--- src/logic/psic_map.svh ---
`ifndef PSIC_MAP_SVH
`define PSIC_MAP_SVH

// Register numbers on the management port
`define PSIC_REG_INT 5'h1B
`define PSIC_REG_CABLE 5'h1D
`define PSIC_REG_PHYSTAT 5'h1E
`define PSIC_REG_CTRL2 5'h1F

// Interrupt control/status fields
`define PSIC_INT_EN_MSB 15
`define PSIC_INT_EN_LSB 8
`define PSIC_INT_EN_RST 8'h00
`define PSIC_INT_STAT_RST 8'h00

// Cable diagnostic fields
`define PSIC_CABLE_START 15
`define PSIC_CABLE_RES_MSB 14
`define PSIC_CABLE_RES_LSB 13
`define PSIC_CABLE_SHORT 12
`define PSIC_CABLE_RSV_MSB 11
`define PSIC_CABLE_RSV_LSB 9
`define PSIC_CABLE_DIST_MSB 8
`define PSIC_CABLE_RSV_RST 3'h0

// PHY status / control one fields
`define PSIC_PS_PAUSE 9
`define PSIC_PS_LINK 8
`define PSIC_PS_POLARITY 7
`define PSIC_PS_MDIX 5
`define PSIC_PS_ENERGY 4
`define PSIC_PS_ISOLATE 3
`define PSIC_PS_MODE_MSB 2

// PHY control two fields
`define PSIC_CTRL2_XOVER 15
`define PSIC_CTRL2_INTLVL 9
`define PSIC_CTRL2_RST 16'h8100

// Management frame layout
`define PSIC_PREAMBLE_BITS 32
`define PSIC_HDR_BITS 13
`define PSIC_DATA_BITS 16
`define PSIC_OP_READ 2'h2
`define PSIC_OP_WRITE 2'h1

`endif

--- src/logic/psic_pkg.sv ---
`default_nettype none
package psic_pkg;

  // Management frame states
  typedef enum logic [3:0] {
    ST_PRE = 4'h1,
    ST_HDR = 4'h2,
    ST_TA = 4'h4,
    ST_DATA = 4'h8
  } psic_state_t;

  // Event pulses, in the order of status bits 7 down to 0
  typedef struct packed {
    logic jabber;
    logic rx_err;
    logic page_rx;
    logic pd_fault;
    logic lp_ack;
    logic link_down;
    logic remote_fault;
    logic link_up;
  } psic_evt_t;

  // Live line condition from the PHY core
  typedef struct packed {
    logic pause_cap;
    logic link_up;
    logic polarity_rev;
    logic mdix_state;
    logic energy;
    logic [2:0] op_mode;
  } psic_line_t;

  // Cable test result
  typedef struct packed {
    logic [1:0] result;
    logic short_cable;
    logic [8:0] distance;
  } psic_cable_t;

endpackage
`default_nettype wire

--- src/logic/psic_regs.sv ---
`default_nettype none
`include "psic_map.svh"

// Overview of operation
// - Interrupt bits 15..8 enable the eight event sources and reset to zero.
// - A one written to cable bit 15 starts a test, cleared when it ends.
// - Result 00 normal, 01 open, 10 short, 11 failed; bits 8..0 distance.
// - Cable bit 12 flags a cable under 10 meters and resets to zero.
// - PHY status bit 9 shows pause capability and resets to zero.
// - PHY status bit 7 shows reversed receive polarity.
// - PHY status bit 4 shows energy on the receive pair, reset zero.
// - PHY status bit 3 is writable and isolates the PHY, reset zero.
// - PHY status bits 2..0 code the mode as 000, 001, 010, 101 or 110.
// - Control two bit 15 selects the crossover algorithm, reset one.
// - Interrupt bit 15 enables the jabber source and resets to zero.
// - Control two bit 9 makes the interrupt pin active high, else low.
module psic_regs #(
  parameter logic [4:0] PHY_ADDR = 5'h00,
  parameter int PREAMBLE_BITS = `PSIC_PREAMBLE_BITS
) (
  input wire logic clk_sys, // System clock, 200 MHz
  input wire logic sys_rst, // Synchronous reset, active high
  input wire logic mdc, // Management clock pin
  input wire logic mdio_in, // Management data pin, input side
  output logic mdio_out, // Management data pin, output side
  output logic mdio_oe, // Management data pin drive enable
  input wire psic_pkg::psic_evt_t evt, // Event pulses from the PHY core
  input wire psic_pkg::psic_line_t line, // Live line condition
  input wire logic cable_done, // Cable test finished, one pulse
  input wire psic_pkg::psic_cable_t cable_res, // Result with cable_done
  output logic cable_start, // Cable test start, one pulse
  output logic isolate, // PHY isolate mode
  output logic crossover_algorithm_select, // Crossover algorithm
  output logic [15:0] phy_control_two, // Whole control two register
  output logic int_pin // Interrupt pin, programmable level
);

  // Refuse preamble lengths the six-bit counter cannot hold
  if (PREAMBLE_BITS < 1 || PREAMBLE_BITS > 63) begin : g_bad_preamble
    $error("PREAMBLE_BITS out of range");
  end

  localparam logic [5:0] PRE_MIN = 6'(PREAMBLE_BITS);
  localparam logic [5:0] HDR_LAST = 6'(`PSIC_HDR_BITS - 1);
  localparam logic [5:0] DATA_LAST = 6'(`PSIC_DATA_BITS - 1);

  logic mdc_s;
  logic mdio_s;
  logic mdc_d;
  logic next_mdc_d;
  logic rise;

  psic_pkg::psic_state_t state;
  psic_pkg::psic_state_t next_state;
  logic [5:0] cnt;
  logic [5:0] next_cnt;
  logic [15:0] shreg;
  logic [15:0] next_shreg;
  logic [15:0] rd_sh;
  logic [15:0] next_rd_sh;
  logic op_read;
  logic next_op_read;
  logic [4:0] reg_addr;
  logic [4:0] next_reg_addr;
  logic next_mdio_out;
  logic next_mdio_oe;

  logic [7:0] int_en;
  logic [7:0] next_int_en;
  logic [7:0] int_stat;
  logic [7:0] next_int_stat;
  logic cable_busy;
  logic next_cable_busy;
  logic [2:0] cable_rsv;
  logic [2:0] next_cable_rsv;
  psic_pkg::psic_cable_t cable_q;
  psic_pkg::psic_cable_t next_cable_q;
  psic_pkg::psic_line_t line_q;
  logic next_isolate;
  logic [15:0] next_ctrl2;
  logic next_cable_start;
  logic next_int_pin;
  logic int_any;

  logic [15:0] rd_word;
  logic [7:0] rd_clear;
  logic wr_fire;
  logic [15:0] wr_data;

  // Management pins enter the system clock domain
  psic_sync #(
    .WIDTH(2)
  ) u_sync (
    .clk_sys(clk_sys),
    .sys_rst(sys_rst),
    .d({mdc, mdio_in}),
    .q({mdc_s, mdio_s})
  );

  assign next_mdc_d = mdc_s;
  assign rise = mdc_s & ~mdc_d;
  assign crossover_algorithm_select = phy_control_two[`PSIC_CTRL2_XOVER];

  // Register image seen by a read; unmapped registers read zero
  always_comb begin
    rd_word = 16'h0000;
    case (reg_addr)
      `PSIC_REG_INT: begin
        rd_word = {int_en, int_stat};
      end
      `PSIC_REG_CABLE: begin
        rd_word = {cable_busy, cable_q.result, cable_q.short_cable,
                   cable_rsv, cable_q.distance};
      end
      `PSIC_REG_PHYSTAT: begin
        rd_word[`PSIC_PS_PAUSE] = line_q.pause_cap;
        rd_word[`PSIC_PS_LINK] = line_q.link_up;
        rd_word[`PSIC_PS_POLARITY] = line_q.polarity_rev;
        rd_word[`PSIC_PS_MDIX] = line_q.mdix_state;
        rd_word[`PSIC_PS_ENERGY] = line_q.energy;
        rd_word[`PSIC_PS_ISOLATE] = isolate;
        rd_word[`PSIC_PS_MODE_MSB:0] = line_q.op_mode;
      end
      `PSIC_REG_CTRL2: begin
        rd_word = phy_control_two;
      end
      default: begin
        rd_word = 16'h0000;
      end
    endcase
  end

  // Management frame receiver and read data driver
  always_comb begin
    next_state = state;
    next_cnt = cnt;
    next_shreg = shreg;
    next_rd_sh = rd_sh;
    next_op_read = op_read;
    next_reg_addr = reg_addr;
    next_mdio_out = mdio_out;
    next_mdio_oe = mdio_oe;
    rd_clear = 8'h00;
    wr_fire = 1'b0;
    wr_data = {shreg[14:0], mdio_s};
    if (rise) begin
      case (state)
        psic_pkg::ST_PRE: begin
          if (mdio_s) begin
            next_cnt = (cnt == 6'h3F) ? cnt : cnt + 6'h01;
          end else begin
            next_state = (cnt >= PRE_MIN) ? psic_pkg::ST_HDR
                                          : psic_pkg::ST_PRE;
            next_cnt = 6'h00;
          end
        end
        psic_pkg::ST_HDR: begin
          next_shreg = {shreg[14:0], mdio_s};
          next_cnt = cnt + 6'h01;
          if (cnt == HDR_LAST) begin
            next_cnt = 6'h00;
            next_op_read = (next_shreg[11:10] == `PSIC_OP_READ);
            next_reg_addr = next_shreg[4:0];
            if (next_shreg[12] && next_shreg[9:5] == PHY_ADDR &&
                (next_shreg[11:10] == `PSIC_OP_READ ||
                 next_shreg[11:10] == `PSIC_OP_WRITE)) begin
              next_state = psic_pkg::ST_TA;
            end else begin
              next_state = psic_pkg::ST_PRE;
            end
          end
        end
        psic_pkg::ST_TA: begin
          if (cnt == 6'h00) begin
            next_cnt = 6'h01;
            if (op_read) begin
              next_mdio_oe = 1'b1;
              next_mdio_out = 1'b0;
              next_rd_sh = rd_word;
              if (reg_addr == `PSIC_REG_INT) begin
                rd_clear = int_stat;
              end
            end
          end else begin
            next_cnt = 6'h00;
            next_state = psic_pkg::ST_DATA;
            if (op_read) begin
              next_mdio_out = rd_sh[15];
              next_rd_sh = {rd_sh[14:0], 1'b0};
            end
          end
        end
        psic_pkg::ST_DATA: begin
          next_cnt = cnt + 6'h01;
          if (op_read) begin
            next_mdio_out = rd_sh[15];
            next_rd_sh = {rd_sh[14:0], 1'b0};
          end else begin
            next_shreg = wr_data;
          end
          if (cnt == DATA_LAST) begin
            next_cnt = 6'h00;
            next_state = psic_pkg::ST_PRE;
            next_mdio_oe = 1'b0;
            next_mdio_out = 1'b0;
            wr_fire = ~op_read;
          end
        end
        default: begin
          next_state = psic_pkg::ST_PRE;
          next_cnt = 6'h00;
          next_mdio_oe = 1'b0;
        end
      endcase
    end
  end

  // Register updates from writes, events and the cable engine
  always_comb begin
    next_int_en = int_en;
    next_cable_busy = cable_busy;
    next_cable_rsv = cable_rsv;
    next_cable_q = cable_q;
    next_isolate = isolate;
    next_ctrl2 = phy_control_two;
    next_cable_start = 1'b0;
    // Set beats the read clear so no event is dropped
    next_int_stat = (int_stat & ~rd_clear) | evt;
    if (cable_done) begin
      next_cable_busy = 1'b0;
      next_cable_q = cable_res;
    end
    if (wr_fire) begin
      case (reg_addr)
        `PSIC_REG_INT: begin
          // Only the enables take write data
          next_int_en = wr_data[`PSIC_INT_EN_MSB:`PSIC_INT_EN_LSB];
        end
        `PSIC_REG_CABLE: begin
          next_cable_rsv = wr_data[`PSIC_CABLE_RSV_MSB:`PSIC_CABLE_RSV_LSB];
          if (wr_data[`PSIC_CABLE_START] && !next_cable_busy) begin
            next_cable_busy = 1'b1;
            next_cable_start = 1'b1;
          end
        end
        `PSIC_REG_PHYSTAT: begin
          next_isolate = wr_data[`PSIC_PS_ISOLATE];
        end
        `PSIC_REG_CTRL2: begin
          next_ctrl2 = wr_data;
        end
        default: begin
          next_ctrl2 = phy_control_two;
        end
      endcase
    end
    int_any = |(int_stat & int_en);
    next_int_pin = phy_control_two[`PSIC_CTRL2_INTLVL] ? int_any
                                                      : ~int_any;
  end

  // State registers
  always_ff @(posedge clk_sys) begin
    if (sys_rst) begin
      mdc_d <= 1'b0;
      state <= psic_pkg::ST_PRE;
      cnt <= 6'h00;
      shreg <= 16'h0000;
      rd_sh <= 16'h0000;
      op_read <= 1'b0;
      reg_addr <= 5'h00;
      mdio_out <= 1'b0;
      mdio_oe <= 1'b0;
      int_en <= `PSIC_INT_EN_RST;
      int_stat <= `PSIC_INT_STAT_RST;
      cable_busy <= 1'b0;
      cable_rsv <= `PSIC_CABLE_RSV_RST;
      cable_q <= '0;
      line_q <= '0;
      isolate <= 1'b0;
      phy_control_two <= `PSIC_CTRL2_RST;
      cable_start <= 1'b0;
      int_pin <= 1'b1;
    end else begin
      mdc_d <= next_mdc_d;
      state <= next_state;
      cnt <= next_cnt;
      shreg <= next_shreg;
      rd_sh <= next_rd_sh;
      op_read <= next_op_read;
      reg_addr <= next_reg_addr;
      mdio_out <= next_mdio_out;
      mdio_oe <= next_mdio_oe;
      int_en <= next_int_en;
      int_stat <= next_int_stat;
      cable_busy <= next_cable_busy;
      cable_rsv <= next_cable_rsv;
      cable_q <= next_cable_q;
      line_q <= line;
      isolate <= next_isolate;
      phy_control_two <= next_ctrl2;
      cable_start <= next_cable_start;
      int_pin <= next_int_pin;
    end
  end

endmodule
`default_nettype wire

--- src/logic/psic_sync.sv ---
`default_nettype none
module psic_sync #(
  parameter int WIDTH = 1
) (
  input wire logic clk_sys, // System clock
  input wire logic sys_rst, // Synchronous reset
  input wire logic [WIDTH-1:0] d, // Asynchronous inputs
  output logic [WIDTH-1:0] q // Synchronised outputs
);

  logic [WIDTH-1:0] meta;

  // Two-flop synchroniser; the first stage feeds only the second
  always_ff @(posedge clk_sys) begin
    if (sys_rst) begin
      meta <= '0;
      q <= '0;
    end else begin
      meta <= d;
      q <= meta;
    end
  end

endmodule
`default_nettype wire

--- config.mk ---
export PLATFORM = sky130hd
export DESIGN_NAME = psic_regs
export DESIGN_NICKNAME = d
export VERILOG_FILES = /design/src/logic/psic_pkg.sv /design/src/logic/psic_regs.sv /design/src/logic/psic_sync.sv
export VERILOG_INCLUDE_DIRS = /design/src /design/src/logic
export SDC_FILE = /design/constraint.sdc
export NUM_CORES = 1
export LEC_CHECK = 0
export BUFFER_PORTS_ARGS = -buffer_cell sky130_fd_sc_hd__buf_4
export CAP_MARGIN = 20
export CORE_MARGIN = 2
export CORE_UTILIZATION = 45
export DETAILED_ROUTE_END_ITERATION = 7
export GPL_TIMING_DRIVEN = 0
export PLACE_DENSITY = 0.63
export SLEW_MARGIN = 20
export SYNTH_ARGS = -nofsm -noshare
export SYNTH_HDL_FRONTEND = slang
export SYNTH_SLANG_ARGS = --single-unit
--- constraint.sdc ---
create_clock -name clk_sys -period 2.4 [get_ports clk_sys]
set_clock_uncertainty 0.05 [all_clocks]
set_input_delay 0.24 -clock clk_sys [delete_from_list [all_inputs] [get_ports clk_sys]]
set_output_delay 0.24 -clock clk_sys [all_outputs]
set_load 0.02 [all_outputs]
==> impl_metrics.env, run 1 <==
export IMPL_grt_overflow=0
export IMPL_diodes=0
export IMPL_min_period_over_period_pct=94.1
export IMPL_drc=0
export IMPL_cp_slowest_stage_delay_ns=0.37
export IMPL_ys_async_sr_fraction_pct=0
export IMPL_ys_flop_type="dfxtp_1"
export IMPL_ys_types=62
export IMPL_fp_dieH_um=112
export IMPL_portBuffers=53
export IMPL_cts_clk_slew_worst_paths_ns=0.06
export IMPL_arrival_ns=2.53
export IMPL_p_per_area_nw_per_um2=704
export IMPL_place_ws_ns=-0.0459
export IMPL_p_leak_nw=2.64
export IMPL_status="complete, but fails checks"
export IMPL_cts_buffers_inserted=17
export IMPL_whs_path_depth=3
export IMPL_synthXorXnorAreaFrac_pct=0.502
export IMPL_ios=55
export IMPL_synthAdderAreaFrac_pct=0.909
export IMPL_r2r_cells=9
export IMPL_synth_area_per_cell_sq_um=8.93
export IMPL_numClockSinks=113
export IMPL_cp_start_kind="flip-flop"
export IMPL_avgRoutedWirePerCell_um=18.1
export IMPL_final_instance_count_excl_fill=832
export IMPL_cp_buffers_inverters=3
export IMPL_relSlewSlack_pct=47.7
export IMPL_maxCapViolCount=0
export IMPL_setup_viol=0
export IMPL_layout_commonest_cell="dfxtp_1"
export IMPL_die_width_um=112
export IMPL_final_antenna_net_count=0
export IMPL_yosysWarnings=0
export IMPL_r2r_end="rd_sh[0]"
export IMPL_grt_pass1_vias=4601
export IMPL_worst_pin_slew_ns=0.785
export IMPL_core_region_area_sq_um=11400
export IMPL_synth_compound_area_share_pct=13.8
export IMPL_whs_endpoint="int_stat[4]"
export IMPL_viasPerCell=5.64
export IMPL_grt_pass1_wl_um=24200
export IMPL_endpoint_kind="flip-flop"
export IMPL_dp_hpwl_um=10800
export IMPL_maxSlewViolCount=0
export IMPL_max_freq_ghz=0.443
export IMPL_rsz0062_at_grt="yes"
export IMPL_seq_area_frac_synth_pct=43.2
export IMPL_first_pass_iters=5
export IMPL_holdWs_ns=-0.00517
export IMPL_cts_root_buf="clkbuf_16"
export IMPL_initial_core_util_pct=46.0
export IMPL_hold_viol=1
export IMPL_critPathKind="flip-flop to flip-flop"
export IMPL_drt_iter0_markers=363
export IMPL_netlist_area_sq_um=5230
export IMPL_rows=39
export IMPL_peakVddDrop_v=0.000594
export IMPL_antenna_found_initial=0
export IMPL_crit_family="simple AND/OR/NAND/NOR gates"
export IMPL_setup_slack_ns=0.143
export IMPL_crit_reg2reg_launch="cnt[0]"
export IMPL_final_cell_mix="dfxtp_1 (113), nor2_1 (102), mux2i_1 (62)"
export IMPL_synth_area_mux_share_pct=13.4
export IMPL_vias=4692
export IMPL_crit_fanout=9
export IMPL_path_cells="inv_1 -> ha_1 -> nor3b_2 -> and3_1 -> buf_6 -> and4_1 -> buf_6 -> o21ai_1 -> a311oi_1"
export IMPL_nets=712
export IMPL_ys_ff_latch=113
export IMPL_gp_congestion=0.921
export IMPL_cts_tree="done"
export IMPL_drive_above_1_share_pct=20.3
export IMPL_grt_start_max_net_pins=17
export IMPL_cp_common_cell="buf_6"
export IMPL_synth_simple_area_share_pct=23.8
export IMPL_violations="hold timing"
export IMPL_synth_top_family_by_area="simple AND/OR/NAND/NOR gates"
export IMPL_wl_um=15100
export IMPL_fin_crit_ns=2.26
export IMPL_syn2layout_area_growth_pct=26.2
export IMPL_cp_depth=9
export IMPL_htreeDepth=4
export IMPL_track_usage_pct=24.7
export IMPL_worstSkewPairLatency_ns=0.42
export IMPL_total_power_mw=4.65
export IMPL_slowest_stage="dfxtp_1"
export IMPL_synth_edf_count=0
export IMPL_dieArea_sq_um=12500
export IMPL_synthCells=586
export IMPL_r2r_setup_slack_ns=0.14
export IMPL_min_from="evt[4]"
export IMPL_cp_required_ns=2.67
export IMPL_clk_path_buf_depth=2
export IMPL_dpl_cell_count=782
export IMPL_hold_path_class="primary input to flip-flop"
export IMPL_syn_nets=622
per-layer routing:
metal / routed length (um) / track usage (%) / vias up / part of all wire, %
met4: 302 / 7.98 / 0 / 2.0
met3: 901 / 5.44 / 25 / 6.0
met5: 0 / 0 / - / 0
met2: 6920 / 38.9 / 163 / 46
li1: - / - / 2279 / -
met1: 6970 / 33.8 / 2225 / 46
power breakdown:
part / switching, mW / leakage [nW] / internal, mW / total [mW]
clock: 0.937 / 0.283 / 1.60 / 2.53
combinational: 0.0942 / 1.43 / 0.0884 / 0.183
sequential: 0.0213 / 0.918 / 1.91 / 1.93
Yosys cell counts, types with 6 or more instances:
cell type    n  share of area (%)
nor2b_1     18                2.2
o22ai_1      6               0.72
nor3_1      21                2.0
nor2_1     102                7.3
a21oi_1     37                3.5
buf_2       13                1.2
nand3_1     16                1.5
nand2_1     45                3.2
mux2i_1     62                 12
o21ai_0      8               0.77
dfxtp_1    113                 43
mux2_2       7                1.5
nand4_1      8               0.96
a32oi_1      6                1.0
a22o_1       6                1.0
a221o_1      7                1.3
a211oi_2     6                1.4
clkbuf_1    20                1.4
metrics by stage:
step	instance area (sq um)	util (%)	setup TNS, ns
after detailed placement	5810	51.1	-0.202
after floorplan	5230	-	0
after global placement	5810	51.1	0
final	6600	58.1	0
after CTS	6580	57.8	0
after global routing	6600	58.1	-0.00214
logic make-up (layout without fill, tap and decap cells):
family	count (synthesis)	after routing
and+or+nand+nor	247	247
muxes	69	69
xor gates and xnor gates	3	3
adders and majority gates	4	4
buffers and inverters	47	150
AOI/OAI and AO/OA	103	103
DFF	113	113
state kept, by name (all words and copies together), names as in the netlist, 2 cells and up:
register         cells
int_en               8
shreg               15
cable_q             12
phy_control_two     16
cable_rsv            3
reg_addr             5
u_sync.meta          2
line_q               8
rd_sh               16
u_sync.q             2
int_stat             8
state                4
cnt                  6
worst max path at each step:
stage | from | slack [ns] | end
floorplan | cnt[0] | 0.51 | phy_control_two[11]
global placement | cnt[0] | 0.004 | phy_control_two[8]
detailed placement | cnt[0] | -0.05 | phy_control_two[1]
CTS | cnt[0] | 0.05 | rd_sh[13]
global route | state[0] | -0.002 | op_read
finish | cnt[0] | 0.14 | rd_sh[0]
worst min-delay path, cell delays in order:
cell and delay [ns]:
buf_4 0.08, a21oi_1 0.04, nor2_1 0.07
cell type report:
| type | count | area [sq um] |
|---|---|---|
| fill | 1018 | 4770 |
| multi-input combinational | 426 | 2760 |
| sequential | 113 | 2260 |
| timing repair buffer | 71 | 571 |
| clock buffer | 19 | 453 |
| buffer | 41 | 205 |
| tap | 143 | 179 |
| clock inverter | 13 | 151 |
| inverter | 6 | 22.5 |
timing repair:
action,4_1_cts,5_1_grt
hold endpoints to repair,15,0
setup endpoints to repair,10,34
resized for setup,1,5
buffers inserted,1,2
pin swaps,1,0
hold buffers,15,0
No activity file was read; power rests on OpenSTA's default activity.
==> inputs of run 2 (changes only) <==
--- a/config.mk
+++ b/config.mk
@@ -8,11 +8,13 @@
 export LEC_CHECK = 0
 export BUFFER_PORTS_ARGS = -buffer_cell sky130_fd_sc_hd__buf_4
 export CAP_MARGIN = 20
+export CELL_PAD_IN_SITES_DETAIL_PLACEMENT = 0
+export CELL_PAD_IN_SITES_GLOBAL_PLACEMENT = 1
 export CORE_MARGIN = 2
 export CORE_UTILIZATION = 45
 export DETAILED_ROUTE_END_ITERATION = 7
 export GPL_TIMING_DRIVEN = 0
-export PLACE_DENSITY = 0.63
+export PLACE_DENSITY = 0.79
 export SLEW_MARGIN = 20
 export SYNTH_ARGS = -nofsm -noshare
 export SYNTH_HDL_FRONTEND = slang
==> impl_metrics.env, run 2 (same netlist as run 1, synthesis figures left out) <==
export IMPL_clk_path_buf_depth=2
export IMPL_crit_family="simple AND/OR/NAND/NOR gates"
export IMPL_cp_depth=9
export IMPL_maxSlewViolCount=0
export IMPL_layout_commonest_cell="dfxtp_1"
export IMPL_fin_crit_ns=2.19
export IMPL_cp_buffers_inverters=3
export IMPL_die_width_um=112
export IMPL_gp_congestion=0.880
export IMPL_worst_pin_slew_ns=0.788
export IMPL_peakVddDrop_v=0.000640
export IMPL_ios=55
export IMPL_fp_dieH_um=112
export IMPL_hold_viol=0
export IMPL_p_leak_nw=2.66
export IMPL_antenna_found_initial=0
export IMPL_status="finished clean"
export IMPL_path_cells="inv_1 -> ha_1 -> nor3b_4 -> and3_1 -> buf_6 -> and4_1 -> buf_6 -> o21ai_1 -> a311oi_1"
export IMPL_maxCapViolCount=0
export IMPL_cts_tree="done"
export IMPL_setup_viol=0
export IMPL_drive_above_1_share_pct=20.2
export IMPL_drc=0
export IMPL_drt_iter0_markers=377
export IMPL_diodes=0
export IMPL_viasPerCell=5.60
export IMPL_vias=4657
export IMPL_final_antenna_net_count=0
export IMPL_endpoint_kind="flip-flop"
export IMPL_hold_path_class="primary input to flip-flop"
export IMPL_relSlewSlack_pct=47.4
export IMPL_wl_um=15200
export IMPL_critPathKind="flip-flop to flip-flop"
export IMPL_core_region_area_sq_um=11400
export IMPL_htreeDepth=4
export IMPL_rsz0062_at_grt="no"
export IMPL_cp_required_ns=2.67
export IMPL_final_cell_mix="dfxtp_1 (112), nor2_1 (102), mux2i_1 (62)"
export IMPL_holdWs_ns=0.00964
export IMPL_final_util_pct=58.5
export IMPL_track_usage_pct=25.2
export IMPL_numClockSinks=113
export IMPL_whs_path_depth=3
export IMPL_min_period_over_period_pct=91.4
export IMPL_grt_pass1_wl_um=24400
export IMPL_slowest_stage="dfxtp_2"
export IMPL_top_regs="phy_control_two x16, rd_sh x16, shreg x15"
export IMPL_max_freq_ghz=0.456
export IMPL_rows=39
export IMPL_crit_fanout=9
export IMPL_cp_common_cell="buf_6"
export IMPL_first_pass_iters=5
export IMPL_p_per_area_nw_per_um2=725
export IMPL_nets=713
export IMPL_dp_hpwl_um=10900
export IMPL_grt_overflow=0
export IMPL_total_power_mw=4.82
export IMPL_avgRoutedWirePerCell_um=18.2
export IMPL_dieArea_sq_um=12500
export IMPL_worstSkewPairLatency_ns=0.41
export IMPL_cp_start_kind="flip-flop"
export IMPL_initial_core_util_pct=46.0
export IMPL_fin_setup_tns_ns=0
export IMPL_r2r_cells=9
export IMPL_cts_clk_slew_worst_paths_ns=0.06
export IMPL_portBuffers=53
export IMPL_cts_root_buf="clkbuf_16"
export IMPL_cp_slowest_stage_delay_ns=0.35
export IMPL_grt_start_max_net_pins=17
export IMPL_grt_pass1_vias=4566
export IMPL_arrival_ns=2.46
export IMPL_cts_buffers_inserted=17
export IMPL_syn2layout_area_growth_pct=27.1
run 2: cell count changes in the layout (fill, tap and decap cells not counted), sizes merged:
cell	delta
dlygate4sd3	+1
clkinv	-2
bufinv	+2
inv	-1
run 2: layout make-up:
| class | instances | area [sq um] |
|---|---|---|
| fillers | 1037 | 4720 |
| multi-input cells | 426 | 2760 |
| flip-flops and latches | 113 | 2260 |
| repair buffers | 72 | 581 |
| clock buffers | 19 | 453 |
| plain buffers | 41 | 205 |
| clock inverters | 12 | 181 |
| well taps | 143 | 179 |
| inverters | 6 | 22.5 |
run 2: power by group:
| part | leakage [nW] | total [mW] | internal (mW) | switching [mW] |
|---|---|---|---|---|
| Clock | 0.298 | 2.70 | 1.79 | 0.911 |
| Sequential | 0.919 | 1.93 | 1.91 | 0.0210 |
| Combinational | 1.45 | 0.184 | 0.0896 | 0.0948 |
run 2: routing by layer:
layer | share of wire (%) | wire [um] | global-route usage (%) | vias to the layer above
met5 | 0 | 0 | 0 | -
met4 | 1.3 | 204 | 7.65 | 0
met3 | 5.4 | 824 | 6.75 | 16
met2 | 47 | 7050 | 40.7 | 131
met1 | 47 | 7070 | 33.0 | 2237
li1 | - | - | - | 2273
run 2: repair_timing:
item,4_1_cts,5_1_grt
cloned,0,0
hold buffers,16,0
hold endpoints to repair,16,0
resized for setup,1,6
setup buffers,0,3
setup endpoints to repair,10,25
pin swaps,0,3
run 2: path summary, 6_finish.rpt:
path,endpoint,startpoint,slack (ns)
worst max register to register,rd_sh[0],cnt[0],0.21
worst max-delay path,rd_sh[0],cnt[0],0.21
worst min register to register,u_sync.q[0],u_sync.meta[0],0.40
worst min-delay path,cable_q[10],cable_res[10],0.01
run 2: worst reg2reg max path: cells and delay by family, from the launching register on:
kind,cells,cell delay [ns]
buffers and inverters,3,0.39
adder cells (fa/ha/maj),1,0.19
AND/OR/NAND/NOR,3,0.76
AO/OA/AOI/OAI,2,0.36
flip-flops,1,0.35
run 2: per-stage QoR:
stage | instance area, sq um | instances | worst slack (ns)
floorplan | 5230 | 586 | 0.514
global placement | 5810 | 782 | -0.0168
detailed placement | 5810 | 782 | -0.0401
CTS | 6610 | 829 | 0.0504
global route | 6650 | 832 | 0.0109
finish | 6650 | 832 | 0.206
